## config.mk

```make
export PLATFORM = sky130hd
export DESIGN_NAME = ifd_decoder
export DESIGN_NICKNAME = d
export VERILOG_FILES = /design/src/include/ifd_pkg.sv /design/src/core/ifd_mcycle_timer.sv /design/src/core/ifd_decoder.sv
export SDC_FILE = /design/constraint.sdc
export NUM_CORES = 1
export LEC_CHECK = 0
export BUFFER_PORTS_ARGS = -buffer_cell sky130_fd_sc_hd__buf_2
export CORE_MARGIN = 1
export CORE_UTILIZATION = 25
export DETAILED_ROUTE_END_ITERATION = 8
export HOLD_SLACK_MARGIN = 0.05
export SKIP_CTS_REPAIR_TIMING = 1
export SLEW_MARGIN = 20
export SYNTH_ARGS = -nofsm -noshare
export SYNTH_HDL_FRONTEND = slang
export SYNTH_SLANG_ARGS = --single-unit
```

## constraint.sdc

```tcl
create_clock -name clk -period 2.6 [get_ports clk]
set_input_delay 0.26 -clock clk [delete_from_list [all_inputs] [get_ports clk]]
set_output_delay 0.26 -clock clk [all_outputs]
set_load 0.01 [all_outputs]
```

## src/include/ifd_pkg.sv

```systemverilog
// constants and types of the instruction format decoder
// assumes one 100 MHz clock and 18-bit words, bit 17 being word bit 0
package ifd_pkg;

  // ----------------------------------------------------------------
  // word layout
  // ----------------------------------------------------------------
  localparam int WORD_W      = 18;
  localparam int OPC_MSB     = 17;
  localparam int OPC_LSB     = 14;
  localparam int OPC6_LSB    = 12;
  localparam int IND_BIT     = 13;
  localparam int IDX_BIT     = 12;
  localparam int PAGE_ADDR_W = 12;
  localparam int BANK_ADDR_W = 13;
  localparam int MICRO_W     = 14;
  localparam int MICRO6_W    = 12;

  // ----------------------------------------------------------------
  // operation codes
  // ----------------------------------------------------------------
  localparam logic [3:0] OP_MEMREF_LAST = 4'hc;
  localparam logic [3:0] OP_DEPOSIT_ACC = 4'h1;
  localparam logic [3:0] OP_EXT_ARITH   = 4'hd;
  localparam logic [3:0] OP_OPERATE     = 4'hf;
  localparam logic [5:0] OP6_IO_XFER    = 6'h38;
  localparam logic [5:0] OP6_INDEX      = 6'h3a;

  // ----------------------------------------------------------------
  // machine cycle counts
  // ----------------------------------------------------------------
  localparam logic [2:0] CY_MEMREF   = 3'h2;
  localparam logic [2:0] CY_OPERATE  = 3'h1;
  localparam logic [2:0] CY_INDEX    = 3'h2;
  localparam logic [2:0] CY_IO_MIN   = 3'h2;
  localparam logic [2:0] CY_IO_MAX   = 3'h4;
  localparam logic [2:0] CY_EXT_MIN  = 3'h1;
  localparam logic [2:0] CY_EXT_MAX  = 3'h3;
  localparam logic [2:0] CY_INDIRECT = 3'h1;
  localparam logic [2:0] CY_AUTOINC  = 3'h2;

  // ----------------------------------------------------------------
  // timing
  // ----------------------------------------------------------------
  localparam int CLK_PERIOD_NS   = 10;
  localparam int MCYC_BASIC_NS   = 800;
  localparam int MCYC_PARITY_NS  = 1100;
  localparam int MCYC_CNT_W      = 7;
  // longest times, so rounded down
  localparam logic [MCYC_CNT_W-1:0] MCYC_BASIC_CLKS =
    MCYC_CNT_W'(MCYC_BASIC_NS / CLK_PERIOD_NS);
  localparam logic [MCYC_CNT_W-1:0] MCYC_PARITY_CLKS =
    MCYC_CNT_W'(MCYC_PARITY_NS / CLK_PERIOD_NS);

  // ----------------------------------------------------------------
  // registers
  // ----------------------------------------------------------------
  localparam int         REG_ADDR_W    = 4;
  localparam logic [3:0] REG_CTRL      = 4'h0;
  localparam logic [3:0] REG_INDEX     = 4'h1;
  localparam logic [3:0] REG_STATUS    = 4'h2;
  localparam logic [3:0] REG_EFF_ADDR  = 4'h3;
  localparam logic [3:0] REG_DONE_CNT  = 4'h4;
  localparam int         CTRL_BANK_BIT = 0;
  localparam int         CTRL_PAR_BIT  = 1;
  localparam logic [1:0] CTRL_RST      = 2'h0;
  localparam logic [17:0] INDEX_RST    = 18'h0;

  // ----------------------------------------------------------------
  // types
  // ----------------------------------------------------------------
  typedef enum logic [2:0] {
    IFD_GRP_MEMREF  = 3'h0,
    IFD_GRP_EXT     = 3'h1,
    IFD_GRP_IO      = 3'h2,
    IFD_GRP_INDEX   = 3'h3,
    IFD_GRP_OPERATE = 3'h4,
    IFD_GRP_BAD     = 3'h5
  } ifd_grp_t;

  typedef enum logic [2:0] {
    IFD_S_IDLE = 3'b000,
    IFD_S_INC  = 3'b001,
    IFD_S_IND  = 3'b011,
    IFD_S_OPND = 3'b010,
    IFD_S_EXEC = 3'b110,
    IFD_S_AUG  = 3'b100
  } ifd_state_t;

endpackage

```

## src/core/ifd_mcycle_timer.sv

```systemverilog
// machine cycle timer: one tick at the end of each machine cycle
// assumes restart from the sequencer when an instruction is taken
`timescale 1ns/1ps
module ifd_mcycle_timer #(
  parameter logic [ifd_pkg::MCYC_CNT_W-1:0] BASIC_CLKS  =
    ifd_pkg::MCYC_BASIC_CLKS,
  parameter logic [ifd_pkg::MCYC_CNT_W-1:0] PARITY_CLKS =
    ifd_pkg::MCYC_PARITY_CLKS
) (
  // clock and control
  input  wire logic clk,
  input  wire logic rst,
  input  wire logic en,
  // cycle control
  input  wire logic restart,
  input  wire logic parity_fitted,
  // cycle end
  output logic      tick
);

  logic [ifd_pkg::MCYC_CNT_W-1:0] cnt_q;
  logic [ifd_pkg::MCYC_CNT_W-1:0] len;

  assign len = parity_fitted ? PARITY_CLKS : BASIC_CLKS;

  always_ff @(posedge clk) begin
    if (rst) begin
      cnt_q <= '0;
      tick  <= 1'b0;
    end else if (en) begin
      if (restart) begin
        cnt_q <= '0;
        tick  <= 1'b0;
      end else if (cnt_q >= len - 1'b1) begin
        cnt_q <= '0;
        tick  <= 1'b1;
      end else begin
        cnt_q <= cnt_q + 1'b1;
        tick  <= 1'b0;
      end
    end
  end

endmodule

```

## src/core/ifd_decoder.sv

```systemverilog
// instruction format decoder and machine cycle sequencer
// assumes instruction words and memory read data on the same clock,
// memory answering within one machine cycle
`timescale 1ns/1ps
module ifd_decoder #(
  parameter int              EA_W       = 15,
  parameter logic [EA_W-1:0] AUTOINC_LO = EA_W'(8),
  parameter logic [EA_W-1:0] AUTOINC_HI = EA_W'(15),
  parameter int              CNT_W      = 16
) (
  // clock and control
  input  wire logic                              clk,
  input  wire logic                              rst,
  input  wire logic                              en,
  // register port
  input  wire logic [ifd_pkg::REG_ADDR_W-1:0]    reg_addr,
  input  wire logic [ifd_pkg::WORD_W-1:0]        reg_wdata,
  input  wire logic                              reg_wr,
  input  wire logic                              reg_rd,
  output logic      [ifd_pkg::WORD_W-1:0]        reg_rdata,
  // instruction in
  input  wire logic                              instr_valid,
  input  wire logic [ifd_pkg::WORD_W-1:0]        instr_word,
  output logic                                   instr_ready,
  // execution side
  input  wire logic [ifd_pkg::WORD_W-1:0]        main_working_register,
  input  wire logic                              aug_hold,
  input  wire logic                              arith_done,
  // memory bus
  input  wire logic [ifd_pkg::WORD_W-1:0]        mem_rdata,
  output logic                                   mem_rd,
  output logic                                   mem_wr,
  output logic      [EA_W-1:0]                   mem_addr,
  output logic      [ifd_pkg::WORD_W-1:0]        mem_wdata,
  // decode results
  output logic                                   is_memref,
  output logic                                   is_augmented,
  output logic                                   extended_arith_group,
  output logic                                   io_transfer_group,
  output logic                                   index_group,
  output logic                                   operate_group,
  output logic                                   illegal_group,
  output logic      [3:0]                        opcode,
  output logic                                   indirect,
  output logic                                   autoinc,
  output logic      [ifd_pkg::MICRO_W-1:0]       micro_code,
  output logic      [2:0]                        cycles_min,
  output logic      [2:0]                        cycles_max,
  output logic                                   var_time,
  output logic      [EA_W-1:0]                   eff_addr,
  output logic      [ifd_pkg::WORD_W-1:0]        operand,
  output logic                                   done
);

  // ----------------------------------------------------------------
  // functions
  // ----------------------------------------------------------------
  function automatic ifd_pkg::ifd_grp_t f_group(
    input logic [ifd_pkg::WORD_W-1:0] w);
    logic [3:0] op4;
    logic [5:0] op6;
    op4 = w[ifd_pkg::OPC_MSB:ifd_pkg::OPC_LSB];
    op6 = w[ifd_pkg::OPC_MSB:ifd_pkg::OPC6_LSB];
    if (op4 <= ifd_pkg::OP_MEMREF_LAST)
      return ifd_pkg::IFD_GRP_MEMREF;
    else if (op4 == ifd_pkg::OP_EXT_ARITH)
      return ifd_pkg::IFD_GRP_EXT;
    else if (op4 == ifd_pkg::OP_OPERATE)
      return ifd_pkg::IFD_GRP_OPERATE;
    else if (op6 == ifd_pkg::OP6_IO_XFER)
      return ifd_pkg::IFD_GRP_IO;
    else if (op6 == ifd_pkg::OP6_INDEX)
      return ifd_pkg::IFD_GRP_INDEX;
    else
      return ifd_pkg::IFD_GRP_BAD;
  endfunction

  // base cycles as {min, max}
  function automatic logic [5:0] f_cycles(input ifd_pkg::ifd_grp_t g);
    unique case (g)
      ifd_pkg::IFD_GRP_MEMREF:
        return {ifd_pkg::CY_MEMREF, ifd_pkg::CY_MEMREF};
      ifd_pkg::IFD_GRP_EXT:
        return {ifd_pkg::CY_EXT_MIN, ifd_pkg::CY_EXT_MAX};
      ifd_pkg::IFD_GRP_IO:
        return {ifd_pkg::CY_IO_MIN, ifd_pkg::CY_IO_MAX};
      ifd_pkg::IFD_GRP_INDEX:
        return {ifd_pkg::CY_INDEX, ifd_pkg::CY_INDEX};
      ifd_pkg::IFD_GRP_OPERATE:
        return {ifd_pkg::CY_OPERATE, ifd_pkg::CY_OPERATE};
      default:
        return {ifd_pkg::CY_OPERATE, ifd_pkg::CY_OPERATE};
    endcase
  endfunction

  function automatic logic [EA_W-1:0] f_opnd_addr(
    input logic [ifd_pkg::WORD_W-1:0] w,
    input logic                       bank);
    logic [EA_W-1:0] a;
    a = '0;
    if (bank)
      a[ifd_pkg::BANK_ADDR_W-1:0] = w[ifd_pkg::BANK_ADDR_W-1:0];
    else
      a[ifd_pkg::PAGE_ADDR_W-1:0] = w[ifd_pkg::PAGE_ADDR_W-1:0];
    return a;
  endfunction

  // ----------------------------------------------------------------
  // state
  // ----------------------------------------------------------------
  ifd_pkg::ifd_state_t             state_q, state_d;
  ifd_pkg::ifd_grp_t               grp_q, grp_d, cap_grp;
  logic [1:0]                      ctrl_q;
  logic [ifd_pkg::WORD_W-1:0]      index_q;
  logic [EA_W-1:0]                 ea_q, ea_d, cap_ea;
  logic [ifd_pkg::WORD_W-1:0]      ptr_q, ptr_d;
  logic [3:0]                      opc_d;
  logic                            ind_d, auto_d, cap_ind, cap_auto;
  logic [2:0]                      aug_cnt_q, aug_cnt_d;
  logic [2:0]                      cap_min, cap_max;
  logic [CNT_W-1:0]                done_cnt_q;
  logic                            take, tick, fin;

  assign take = instr_ready && instr_valid &&
                (state_q == ifd_pkg::IFD_S_IDLE);

  // ----------------------------------------------------------------
  // machine cycle timer
  // ----------------------------------------------------------------
  ifd_mcycle_timer u_timer (
    .clk           (clk),
    .rst           (rst),
    .en            (en),
    .restart       (take),
    .parity_fitted (ctrl_q[ifd_pkg::CTRL_PAR_BIT]),
    .tick          (tick)
  );

  // ----------------------------------------------------------------
  // decode of the incoming word
  // ----------------------------------------------------------------
  always_comb begin
    logic [EA_W-1:0] base;
    logic            bank;
    bank     = ctrl_q[ifd_pkg::CTRL_BANK_BIT];
    base     = f_opnd_addr(instr_word, bank);
    cap_grp  = f_group(instr_word);
    cap_ind  = (cap_grp == ifd_pkg::IFD_GRP_MEMREF) &&
               instr_word[ifd_pkg::IND_BIT];
    cap_ea   = base;
    if (!bank && instr_word[ifd_pkg::IDX_BIT])
      cap_ea = base + index_q[EA_W-1:0];
    cap_auto = cap_ind && (cap_ea >= AUTOINC_LO) &&
               (cap_ea <= AUTOINC_HI);
    {cap_min, cap_max} = f_cycles(cap_grp);
    if (cap_auto) begin
      cap_min = cap_min + ifd_pkg::CY_AUTOINC;
      cap_max = cap_max + ifd_pkg::CY_AUTOINC;
    end else if (cap_ind) begin
      cap_min = cap_min + ifd_pkg::CY_INDIRECT;
      cap_max = cap_max + ifd_pkg::CY_INDIRECT;
    end
  end

  // ----------------------------------------------------------------
  // sequencer
  // ----------------------------------------------------------------
  always_comb begin
    logic [2:0] next_cnt;
    next_cnt  = aug_cnt_q + 3'h1;
    state_d   = state_q;
    grp_d     = take ? cap_grp : grp_q;
    opc_d     = take ? instr_word[ifd_pkg::OPC_MSB:ifd_pkg::OPC_LSB]
                     : opcode;
    ind_d     = take ? cap_ind : indirect;
    auto_d    = take ? cap_auto : autoinc;
    ea_d      = take ? cap_ea : ea_q;
    ptr_d     = ptr_q;
    aug_cnt_d = take ? 3'h0 : aug_cnt_q;
    fin       = 1'b0;
    unique case (state_q)
      ifd_pkg::IFD_S_IDLE: begin
        if (take) begin
          if (cap_grp != ifd_pkg::IFD_GRP_MEMREF)
            state_d = ifd_pkg::IFD_S_AUG;
          else if (cap_auto)
            state_d = ifd_pkg::IFD_S_INC;
          else if (cap_ind)
            state_d = ifd_pkg::IFD_S_IND;
          else
            state_d = ifd_pkg::IFD_S_OPND;
        end
      end
      ifd_pkg::IFD_S_INC: begin
        if (tick) begin
          ptr_d   = mem_rdata + 18'h1;
          state_d = ifd_pkg::IFD_S_IND;
        end
      end
      ifd_pkg::IFD_S_IND: begin
        if (tick) begin
          // pointer is the final address, never followed again
          ea_d    = autoinc ? ptr_q[EA_W-1:0]
                            : mem_rdata[EA_W-1:0];
          state_d = ifd_pkg::IFD_S_OPND;
        end
      end
      ifd_pkg::IFD_S_OPND: begin
        if (tick)
          state_d = ifd_pkg::IFD_S_EXEC;
      end
      ifd_pkg::IFD_S_EXEC: begin
        if (tick) begin
          fin     = 1'b1;
          state_d = ifd_pkg::IFD_S_IDLE;
        end
      end
      ifd_pkg::IFD_S_AUG: begin
        if (tick) begin
          aug_cnt_d = next_cnt;
          // finish at cycles_min, or at cycles_max while aug_hold is high, and not before arith_done when var_time
          if (next_cnt >= cycles_min &&
              (!aug_hold || next_cnt >= cycles_max) &&
              (!var_time || arith_done)) begin
            fin     = 1'b1;
            state_d = ifd_pkg::IFD_S_IDLE;
          end
        end
      end
      default: state_d = ifd_pkg::IFD_S_IDLE;
    endcase
  end

  always_ff @(posedge clk) begin
    if (rst) begin
      state_q   <= ifd_pkg::IFD_S_IDLE;
      grp_q     <= ifd_pkg::IFD_GRP_MEMREF;
      ea_q      <= '0;
      ptr_q     <= '0;
      aug_cnt_q <= '0;
    end else if (en) begin
      state_q   <= state_d;
      grp_q     <= grp_d;
      ea_q      <= ea_d;
      ptr_q     <= ptr_d;
      aug_cnt_q <= aug_cnt_d;
    end
  end

  // ----------------------------------------------------------------
  // decode outputs
  // ----------------------------------------------------------------
  always_ff @(posedge clk) begin
    if (rst) begin
      is_memref            <= 1'b0;
      is_augmented         <= 1'b0;
      extended_arith_group <= 1'b0;
      io_transfer_group    <= 1'b0;
      index_group          <= 1'b0;
      operate_group        <= 1'b0;
      illegal_group        <= 1'b0;
      opcode               <= 4'h0;
      indirect             <= 1'b0;
      autoinc              <= 1'b0;
      micro_code           <= '0;
      cycles_min           <= 3'h0;
      cycles_max           <= 3'h0;
      var_time             <= 1'b0;
    end else if (en && take) begin
      is_memref            <= cap_grp == ifd_pkg::IFD_GRP_MEMREF;
      is_augmented         <= cap_grp != ifd_pkg::IFD_GRP_MEMREF;
      extended_arith_group <= cap_grp == ifd_pkg::IFD_GRP_EXT;
      io_transfer_group    <= cap_grp == ifd_pkg::IFD_GRP_IO;
      index_group          <= cap_grp == ifd_pkg::IFD_GRP_INDEX;
      operate_group        <= cap_grp == ifd_pkg::IFD_GRP_OPERATE;
      illegal_group        <= cap_grp == ifd_pkg::IFD_GRP_BAD;
      opcode               <= opc_d;
      indirect             <= cap_ind;
      autoinc              <= cap_auto;
      // six-bit groups carry fewer code bits
      if (cap_grp == ifd_pkg::IFD_GRP_IO ||
          cap_grp == ifd_pkg::IFD_GRP_INDEX)
        micro_code <= {2'h0, instr_word[ifd_pkg::MICRO6_W-1:0]};
      else
        micro_code <= instr_word[ifd_pkg::MICRO_W-1:0];
      cycles_min           <= cap_min;
      cycles_max           <= cap_max;
      var_time             <= cap_grp == ifd_pkg::IFD_GRP_EXT;
    end
  end

  // ----------------------------------------------------------------
  // memory bus and results
  // ----------------------------------------------------------------
  always_ff @(posedge clk) begin
    if (rst) begin
      mem_rd      <= 1'b0;
      mem_wr      <= 1'b0;
      mem_addr    <= '0;
      mem_wdata   <= '0;
      eff_addr    <= '0;
      operand     <= '0;
      done        <= 1'b0;
      instr_ready <= 1'b0;
      done_cnt_q  <= '0;
    end else if (en) begin
      mem_rd <= (state_d == ifd_pkg::IFD_S_INC) ||
                (state_d == ifd_pkg::IFD_S_IND && !auto_d) ||
                (state_d == ifd_pkg::IFD_S_OPND &&
                 opc_d != ifd_pkg::OP_DEPOSIT_ACC);
      mem_wr <= (state_d == ifd_pkg::IFD_S_IND && auto_d) ||
                (state_d == ifd_pkg::IFD_S_OPND &&
                 opc_d == ifd_pkg::OP_DEPOSIT_ACC);
      mem_addr  <= ea_d;
      // deposit stores the accumulator, which stays unchanged
      mem_wdata <= (state_d == ifd_pkg::IFD_S_OPND) ?
                   main_working_register : ptr_d;
      eff_addr  <= ea_d;
      if (state_q == ifd_pkg::IFD_S_OPND && tick && mem_rd)
        operand <= mem_rdata;
      done        <= fin;
      instr_ready <= state_d == ifd_pkg::IFD_S_IDLE;
      if (fin)
        done_cnt_q <= done_cnt_q + 1'b1;
    end
  end

  // ----------------------------------------------------------------
  // register port
  // ----------------------------------------------------------------
  always_ff @(posedge clk) begin
    if (rst) begin
      ctrl_q  <= ifd_pkg::CTRL_RST;
      index_q <= ifd_pkg::INDEX_RST;
    end else if (en && reg_wr) begin
      if (reg_addr == ifd_pkg::REG_CTRL)
        ctrl_q <= reg_wdata[1:0];
      if (reg_addr == ifd_pkg::REG_INDEX)
        index_q <= reg_wdata;
    end
  end

  always_ff @(posedge clk) begin
    if (rst) begin
      reg_rdata <= '0;
    end else if (en) begin
      reg_rdata <= '0;
      if (reg_rd) begin
        unique case (reg_addr)
          ifd_pkg::REG_CTRL:     reg_rdata <= {16'h0, ctrl_q};
          ifd_pkg::REG_INDEX:    reg_rdata <= index_q;
          ifd_pkg::REG_STATUS:
            reg_rdata <= {8'h0, !instr_ready, indirect, autoinc,
                          grp_q, opcode};
          ifd_pkg::REG_EFF_ADDR:
            reg_rdata <= ifd_pkg::WORD_W'(ea_q);
          ifd_pkg::REG_DONE_CNT:
            reg_rdata <= ifd_pkg::WORD_W'(done_cnt_q);
          default:               reg_rdata <= '0;
        endcase
      end
    end
  end

endmodule

```

==> flow_summary.toml, run 1 <==
[setup_path]
critPathMaxStageDelay_ns = 0.40
cp_num_buf_inv = 2
cpMaxStageDelayCell = "dfxtp_1"
worstReg2RegStart = "index_q[4]"
startpoint_type = "flip-flop"
r2r_end = "state_q[1]"
cp.depth = 12
worstPathCellList = "ha_1 > a21o_2 > buf_4 > a21oi_2 > a21oi_2 > buf_4 > or3_1 > a21o_2 > o32ai_2 > and4_4 > o211ai_1 > nor3b_2"
reg2reg_depth = 12
required_ns = 2.92
critPathMaxFanout = 6
critPathTopFamily = "compound AO/OA/AOI/OAI gates"
worstPathArrival_ns = 3.15
crit_type = "reg2reg"
r2r_setup_slack_ns = -0.22
end_kind = "flip-flop"

[grt]
grt_max_degree = 64
grt_pass1_vias = 8606
antenna_found_initial = 2
gr-total-overflow = 0
grt_pass1_wl_um = 50620
gr-usage-all-layers_pct = 17.44

[timing]
drv_slew = 0
tns_ns = -1.577
slew_headroom_pct = 49.98
finClkSkew_ns = 0.01471
finalHoldViolations = 0
rsz0062_at_grt = "true"
setup_viol = 20
fin_ws_ns = -0.2248
fin_crit_ns = 2.825
timing.final.crit_share_pct = 108.6
fmax_mhz = 354.0
tightestPinTransition_ns = 0.7503

[synthesis]
ys.flop_type = "dfxtp_1"
yosys-top-cells-count = "nand2_1 (179), dfxtp_1 (176), a21oi_1 (162)"
yosys.area.top_type = "dfxtp_1"
synth_edf_count = 0
synth_top_area_share_pct = 38.24
synth_cell_types = 75
yosysMostFrequentCell = "nand2_1"
yosys-top-cells-area = "dfxtp_1 (38%), a21oi_1 (8.8%), nand2_1 (7.3%), nor2_1 (6.2%), mux2i_1 (5.3%)"
synth.avg_cell_area_um2 = 7.916
yosys_warnings = 0
synth-xor-area-share_pct = 3.232
synth_nets = 1273
yosys.area_share.simple_pct = 21.65
synthesis.area_um2 = 9214
synth_compound_area_share_pct = 20.79
synth_fa_ha_area_share_pct = 3.476
syn_inst = 1164
yosysSeqAreaShare_pct = 38.24
synth_top_family_by_area = "simple AND/OR/NAND/NOR gates"
synth_mux_area_share_pct = 6.179
async_flop_share_pct = 0
synth_seq_cells = 176

[clock_network]
clkSlewWorstSetupHoldPaths_ns = 0.08
htree_levels = 4
root_buffer = "clkbuf_16"
insertion_delay_ns = 0.46
cts.path.max_buffers = 2
clock_sinks = 176
cts_tree = "yes"
cts_buffers = 17

[power_and_ir_drop]
power.total_w = 0.006154
power_density_nw_per_um2 = 507.8
p_leak_nw = 4.995
peakVddDrop_mv = 0.3539

[floorplan]
io_pins = 206
fp.dieW_um = 194.0
placementRows = 69
core_um2 = 35910
die_area_um2 = 37630
die_y_um = 194.0
start_util_pct = 25.65

[route]
first_pass_iters = 5
drtAntennaViolNets = 0
drcViolationCount = 0
wirelength_um = 34310
num_vias = 9444
wl_per_cell_um = 18.12
drt-vias-per-instance = 4.989
drt_iter0_drc = 681

[min_path]
hold_path_startpoint = "reg_wdata[11]"
hold_end = "index_q[11]"
min_path_cells = 3
worstHoldPathType = "in2reg"

[place]
gp_congestion = 0.8918
hpwl_um = 26150
postPlaceCellArea_um2 = 11250
dp_slack_ns = -0.3136
io_buffers = 205

[layout]
area_growth_pct = 31.53
post-route-util_pct = 33.74
fin_nets = 1527
fill_cells = 3772
multiInputGateArea_um2 = 5323
drive_above_1_share_pct = 29.21
regArea_um2 = 3528
finalInstanceArea_um2 = 12120

[outcome]
violations = "negative setup slack"
outcome = "complete, but fails checks"

[run]
cap_violations = 0
==> area by class of cell <==
cell class,count,area share [%]
repair buffers,328,16.73
multi-input cells,874,43.92
clock inverters,13,1.156
flip-flops and latches,176,29.11
diodes,1,0.02065
well taps,461,4.759
inverters,21,0.6504
clock buffers,19,3.655
==> cells by family after synthesis <==
kind of cell / Yosys count
AND/OR/NAND/NOR: 448
AO/OA/AOI/OAI: 311
flip-flops: 176
buffers and inverters: 114
multiplexers: 56
XOR/XNOR: 34
adder cells (fa/ha/maj): 25
==> metal layers <==
layer,vias to the layer above,part of all wire (%),wire length (um),GRT usage (%)
met2,304,47,15990,27.63
met5,-,0.023,8,0
met1,4494,45,15330,23.28
met4,2,2.5,871,6.379
met3,49,6.1,2103,3.601
li1,4595,-,-,-
==> report_power, final <==
| part | total, W | switching [W] | leakage, nW | internal [W] |
|---|---|---|---|---|
| combinational | 0.000740 | 0.000425 | 3.29 | 0.000316 |
| clock | 0.00264 | 0.00125 | 0.282 | 0.00139 |
| sequential | 0.00278 | 0.0000425 | 1.42 | 0.00273 |
| total | 0.00615 | 0.00172 | 4.99 | 0.00444 |
==> cell usage in the layout, fill, tap and decap left out, drive strengths merged, types with 11 or more instances in the layout <==
cell type / synthesis / routed
buf: 29 / 325
nand2: 179 / 179
dfxtp: 176 / 176
a21oi: 162 / 162
nor2: 151 / 151
mux2i: 49 / 49
a211oi: 31 / 31
a22oi: 30 / 30
inv: 21 / 30
nand3: 24 / 24
ha: 24 / 24
xor2: 22 / 22
o21ai: 22 / 22
clkbuf: 64 / 21
and3: 15 / 15
xnor2: 12 / 12
or3: 11 / 11
==> tightest hold or removal path, cell delays in order <==
cell     delay, ns
buf_2         0.09
nand2_1       0.05
a21oi_1       0.05
==> how the worst max path moves through the flow <==
stage / startpoint / to / slack (ns)
2_1_floorplan: index_q[0] / cycles_min[1] / -0.08
3_3_place_gp: instr_word[1] / cycles_max[1] / -0.36
3_5_place_dp: instr_word[4] / cycles_min[0] / -0.31
4_1_cts: index_q[1] / cycles_min[0] / -0.32
5_1_grt: index_q[0] / state_q[1] / -0.30
6_report: index_q[4] / state_q[1] / -0.22
==> per-stage QoR <==
stage                     cells  hold WS (ns)
after floorplan            1164        0.3884
after global placement     1852        0.4405
final                      1893       0.04721
after global routing       1893       0.05458
after detailed placement   1852        0.4434
after CTS                  1884       0.04348
==> registers in the layout (all words and copies together), names as in the netlist, 4 cells and up <==
name           count
index_q           18
mem_wdata         18
operand           18
ptr_q             18
reg_rdata         18
done_cnt_q        16
eff_addr          15
micro_code        14
u_timer.cnt_q      7
opcode             4
No activity file was read; power rests on OpenSTA's default activity.
==> run 2: changes to the inputs <==
--- a/config.mk
+++ b/config.mk
@@ -8,6 +8,7 @@
 export BUFFER_PORTS_ARGS = -buffer_cell sky130_fd_sc_hd__buf_2
 export CORE_MARGIN = 1
 export CORE_UTILIZATION = 25
+export CTS_BUF_LIST = sky130_fd_sc_hd__clkbuf_2 sky130_fd_sc_hd__clkbuf_4 sky130_fd_sc_hd__clkbuf_8
 export DETAILED_ROUTE_END_ITERATION = 8
 export HOLD_SLACK_MARGIN = 0.05
 export SKIP_CTS_REPAIR_TIMING = 1
==> run 2 against run 1 <==
  * Power is 10% lower
  * Flip-flop and latch count stayed put
  * Worst hold slack better by 0.0042 ns
  * Core utilization hardly changed
  * Wire length is 0.35% higher
  * Final cell count is 1.1% higher
  * First-iteration DRC count is 7.3% lower
  * Clock skew is 0.0071 ns higher
  * The run still ends with negative setup slack left
  * Final area is 0.14% higher
  * Register-to-register slack hardly changed
==> flow_summary.toml, run 2 (same netlist as run 1, synthesis figures left out) <==
[outcome]
outcome = "complete, but fails checks"
violations = "negative setup slack"

[setup_path]
r2r_setup_slack_ns = -0.21
critPathMaxFanout = 6
required_ns = 2.95
worstReg2RegStart = "index_q[0]"
worstPathArrival_ns = 3.16
crit_type = "reg2reg"
r2r_end = "state_q[1]"
startpoint_type = "flip-flop"
reg2reg_depth = 13
end_kind = "flip-flop"

[route]
num_vias = 9466
drtAntennaViolNets = 0
drt_iter0_drc = 631
drcViolationCount = 0
wl_per_cell_um = 18.00
drt-vias-per-instance = 4.948
first_pass_iters = 5
wirelength_um = 34430

[grt]
antenna_found_initial = 2
grt_max_degree = 64
gr-total-overflow = 0
grt_pass1_wl_um = 50350
grt_pass1_vias = 8553
gr-usage-all-layers_pct = 17.32

[clock_network]
cts.path.max_buffers = 2
root_buffer = "clkbuf_8"
cts_buffers = 17
htree_levels = 4
cts_tree = "yes"
clock_sinks = 176
clkSlewWorstSetupHoldPaths_ns = 0.12
insertion_delay_ns = 0.49

[timing]
rsz0062_at_grt = "true"
tns_ns = -1.604
finClkSkew_ns = 0.02183
fmax_mhz = 355.6
fin_ws_ns = -0.2120
timing.final.crit_share_pct = 108.2
setup_viol = 20
fin_crit_ns = 2.812
holdWs_ns = 0.05145
finalHoldViolations = 0
drv_slew = 0
tightestPinTransition_ns = 0.7676
slew_headroom_pct = 48.82

[layout]
area_growth_pct = 31.72
regArea_um2 = 3530
drive_above_1_share_pct = 29.03
fill_cells = 3762
post-route-util_pct = 33.79
final_common_cell = "buf_2"
multiInputGateArea_um2 = 5333
finalInstanceArea_um2 = 12140
layout_common_cells = "buf_2 (204), nand2_1 (179), dfxtp_1 (171), a21oi_1 (157), nor2_1 (151)"
fin_nets = 1546

[place]
io_buffers = 205
postPlaceCellArea_um2 = 11250
gp_congestion = 0.8918
hpwl_um = 26150

[floorplan]
core_um2 = 35910
die_area_um2 = 37630
die_y_um = 194.0
start_util_pct = 25.65
io_pins = 206
fp.dieW_um = 194.0
placementRows = 69

[power_and_ir_drop]
internal_power_w = 0.003906
power_frac_seq_pct = 50.1
pwr-share-clk_pct = 36.0
p_leak_nw = 4.993
comb_power_share_pct = 13.8
power.total_w = 0.005541
peakVddDrop_mv = 0.2555
power.switching_w = 0.001635
sw_frac_of_total_pct = 29.51
power_density_nw_per_um2 = 456.5

[min_path]
worstHoldPathType = "in2reg"
min_path_cells = 3
hold_path_startpoint = "instr_word[14]"
hold_end = "opcode[0]"

[run]
cap_violations = 0
[run 2: cell type report]
class	instances	share of cell area [%]
clock inverter	13	1.155
multi-input combinational	874	43.94
sequential	176	29.08
timing repair buffer	347	18.28
inverter	21	0.6495
tap	461	4.753
antenna	2	0.04124
clock buffer	19	2.103
[run 2: how the worst max path moves through the flow]
stage / from / end / slack (ns) / depth (start not counted)
final: index_q[0] / state_q[1] / -0.21 / 13
after global routing: index_q[0] / state_q[1] / -0.29 / 12
after CTS: index_q[1] / cycles_min[0] / -0.32 / 11
after detailed placement: instr_word[4] / cycles_min[0] / -0.31 / 12
after global placement: instr_word[1] / cycles_max[1] / -0.36 / 12
after floorplan: index_q[0] / cycles_min[1] / -0.08 / 12
[run 2: power groups by stage]
stage	clock network (W)	registers, W	logic, W
6_report	0.00200	0.00278	0.000767
3_3_place_gp	0	0.00284	0.000672
3_5_place_dp	0	0.00284	0.000675
4_1_cts	0.00204	0.00278	0.000678
2_1_floorplan	0	0.00284	0.000355
5_1_grt	0.00214	0.00278	0.000822
[run 2: critical path, stage by stage, from the launching register on]
cell and delay [ns]:
dfxtp_2 0.35, ha_4 0.16, inv_2 0.05, fa_2 0.19, and2b_2 0.25, o2111ai_4 0.24
a21oi_2 0.12, buf_4 0.14, or3_1 0.32, a21o_2 0.22, o32ai_2 0.08, and4_4 0.30
o211ai_1 0.11, nor3b_1 0.15
[run 2: stage by stage]
| stage | worst slack, ns | std cells |
|---|---|---|
| finish | -0.2120 | 1913 |
| CTS | -0.3243 | 1884 |
| detailed placement | -0.3136 | 1852 |
| floorplan | -0.07579 | 1164 |
| global route | -0.2932 | 1912 |
| global placement | -0.3615 | 1852 |
[run 2: per-layer routing]
metal | wire, um | global-route usage (%) | part of all wire [%] | vias to the layer above
met3 | 2084 | 3.444 | 6.1 | 34
met2 | 16060 | 27.64 | 47 | 309
met1 | 15600 | 23.20 | 45 | 4510
met5 | 8 | 0 | 0.023 | -
li1 | - | - | - | 4611
met4 | 683 | 5.850 | 2.0 | 2
==> run 3: changes to the inputs <==
--- a/config.mk
+++ b/config.mk
@@ -5,7 +5,7 @@
 export SDC_FILE = /design/constraint.sdc
 export NUM_CORES = 1
 export LEC_CHECK = 0
-export BUFFER_PORTS_ARGS = -buffer_cell sky130_fd_sc_hd__buf_2
+export BUFFER_PORTS_ARGS = -buffer_cell sky130_fd_sc_hd__buf_4
 export CORE_MARGIN = 1
 export CORE_UTILIZATION = 25
 export CTS_BUF_LIST = sky130_fd_sc_hd__clkbuf_2 sky130_fd_sc_hd__clkbuf_4 sky130_fd_sc_hd__clkbuf_8
==> run 3 against run 2 <==
  * The run still ends with negative setup slack left
  * Flip-flop and latch count unchanged
  * Sequential share of layout area decreased by 1.3 points
  * Combinational power increased by 6.3%
  * Critical endpoint is now cycles_min[0]
  * Largest cell class unchanged
  * Largest power group unchanged
  * Highest routed layer unchanged
==> flow_summary.toml, run 3 (same netlist as run 1, synthesis figures left out) <==
[run]
cap_violations = 0

[grt]
antenna_found_initial = 2
grt_pass1_wl_um = 51390
gr-total-overflow = 0
grt_max_degree = 86
grt_pass1_vias = 8681
gr-usage-all-layers_pct = 17.65

[setup_path]
critPathTopFamily = "simple AND/OR/NAND/NOR gates"
cp_num_buf_inv = 2
startpoint_type = "flip-flop"
critPathMaxFanout = 6
worstPathArrival_ns = 3.30
worstPathCellList = "ha_4 > inv_2 > fa_2 > and2b_2 > o2111ai_4 > a21oi_2 > buf_4 > o21ai_2 > or3b_4 > o2111a_1 > and4_4 > or3_1 > a21oi_1"
required_ns = 3.03
cpMaxStageDelayCell = "or3b_4"
critPathMaxStageDelay_ns = 0.38
end_kind = "flip-flop"
crit_type = "reg2reg"

[floorplan]
fp.dieW_um = 194.0
start_util_pct = 25.65
placementRows = 69
core_um2 = 35910
die_area_um2 = 37630
die_y_um = 194.0
io_pins = 206

[clock_network]
clock_sinks = 176
cts.path.max_buffers = 2
cts_buffers = 17
clkSlewWorstSetupHoldPaths_ns = 0.13
cts_tree = "yes"
insertion_delay_ns = 0.50
htree_levels = 4
root_buffer = "clkbuf_8"

[timing]
fin_ws_ns = -0.2711
tightestPinTransition_ns = 1.019
timing.final.crit_share_pct = 110.4
finClkSkew_ns = 0.02839
fmax_mhz = 348.3
setup_viol = 17
rsz0062_at_grt = "true"
holdWs_ns = 0.04975
drv_slew = 0
finalHoldViolations = 0
slew_headroom_pct = 32.05
fin_crit_ns = 2.871

[layout]
fin_nets = 1555
drive_above_1_share_pct = 28.44
final_common_cell = "buf_4"
fill_cells = 3744
post-route-util_pct = 35.37
diodes = 0
layout_common_cells = "buf_4 (320), nand2_1 (178), dfxtp_1 (172), a21oi_1 (159), nor2_1 (151)"
area_growth_pct = 37.86

[power_and_ir_drop]
peakVddDrop_mv = 0.2993
power_density_nw_per_um2 = 445.2
p_leak_nw = 5.099

[outcome]
violations = "negative setup slack"
outcome = "complete, but fails checks"

[place]
gp_congestion = 0.8943
hpwl_um = 26480
io_buffers = 205

[min_path]
worstHoldPathType = "in2reg"

[route]
num_vias = 9468
drcViolationCount = 0
drt-vias-per-instance = 4.931
first_pass_iters = 5
wirelength_um = 34800
drt_iter0_drc = 742
drtAntennaViolNets = 0
wl_per_cell_um = 18.12
run 3: cell types whose count changed in the layout (fill, tap and decap cells not counted), sizes merged:
| cell | previous run | this run |
|---|---|---|
| dlygate4sd3 | 19 | 30 |
| clkbuf | 21 | 18 |
| clkinv | 1 | 4 |
| clkinvlp | 2 | 1 |
| diode | 2 | 0 |
| buf | 326 | 325 |
run 3: final cells by class:
class                   instances  area [um2]  area share (%)
clock buffers                  17       234.0           1.842
clock inverters                15       185.2           1.458
inverters                      21       78.83          0.6206
multi-input cells             874        5280           41.57
flip-flops and latches        176        3528           27.78
well taps                     461       576.8           4.541
repair buffers                356        2819           22.19
run 3: routing by layer:
layer	wire (um)	track usage, %	up-vias	share of wire (%)
li1	-	-	4642	-
met1	15880	23.85	4513	46
met2	16270	28.76	271	47
met3	2050	3.218	40	5.9
met4	582	4.556	2	1.7
met5	9	0	-	0.026
run 3: where the power goes:
group | internal (W) | total, W | switching, W
Sequential | 0.00274 | 0.00278 | 0.0000446
Combinational | 0.000386 | 0.000815 | 0.000429
Clock | 0.000826 | 0.00206 | 0.00123
Total | 0.00395 | 0.00565 | 0.00171
run 3: final timing paths:
| kind | start | endpoint | slack, ns | cells after the start |
|---|---|---|---|---|
| worst max register to register | index_q[0] | cycles_min[0] | -0.27 | 13 |
| worst min register to register | micro_code[0] | micro_code[0] | 0.46 | 2 |
| worst min-delay path | mem_rdata[9] | operand[9] | 0.05 | 3 |
| worst max-delay path | index_q[0] | cycles_min[0] | -0.27 | 13 |
run 3: per-stage QoR:
stage / TNS, ns / setup slack (ns) / cells / instance area [um2] / total power (W)
6_report: -2.000 / -0.2711 / 1920 / 12700 / 0.005655
5_1_grt: -4.519 / -0.3506 / 1920 / 12700 / 0.005874
4_1_cts: -5.652 / -0.3780 / 1884 / 12190 / 0.005621
3_5_place_dp: -4.660 / -0.3591 / 1852 / 11770 / 0.003579
3_3_place_gp: -4.448 / -0.3484 / 1852 / 11770 / 0.003576
2_1_floorplan: -0.2273 / -0.07579 / 1164 / 9249 / 0.003193
run 3: worst min-delay path: stages:
cell     delay, ns
buf_4         0.13
nand2_1       0.05
a21oi_1       0.05
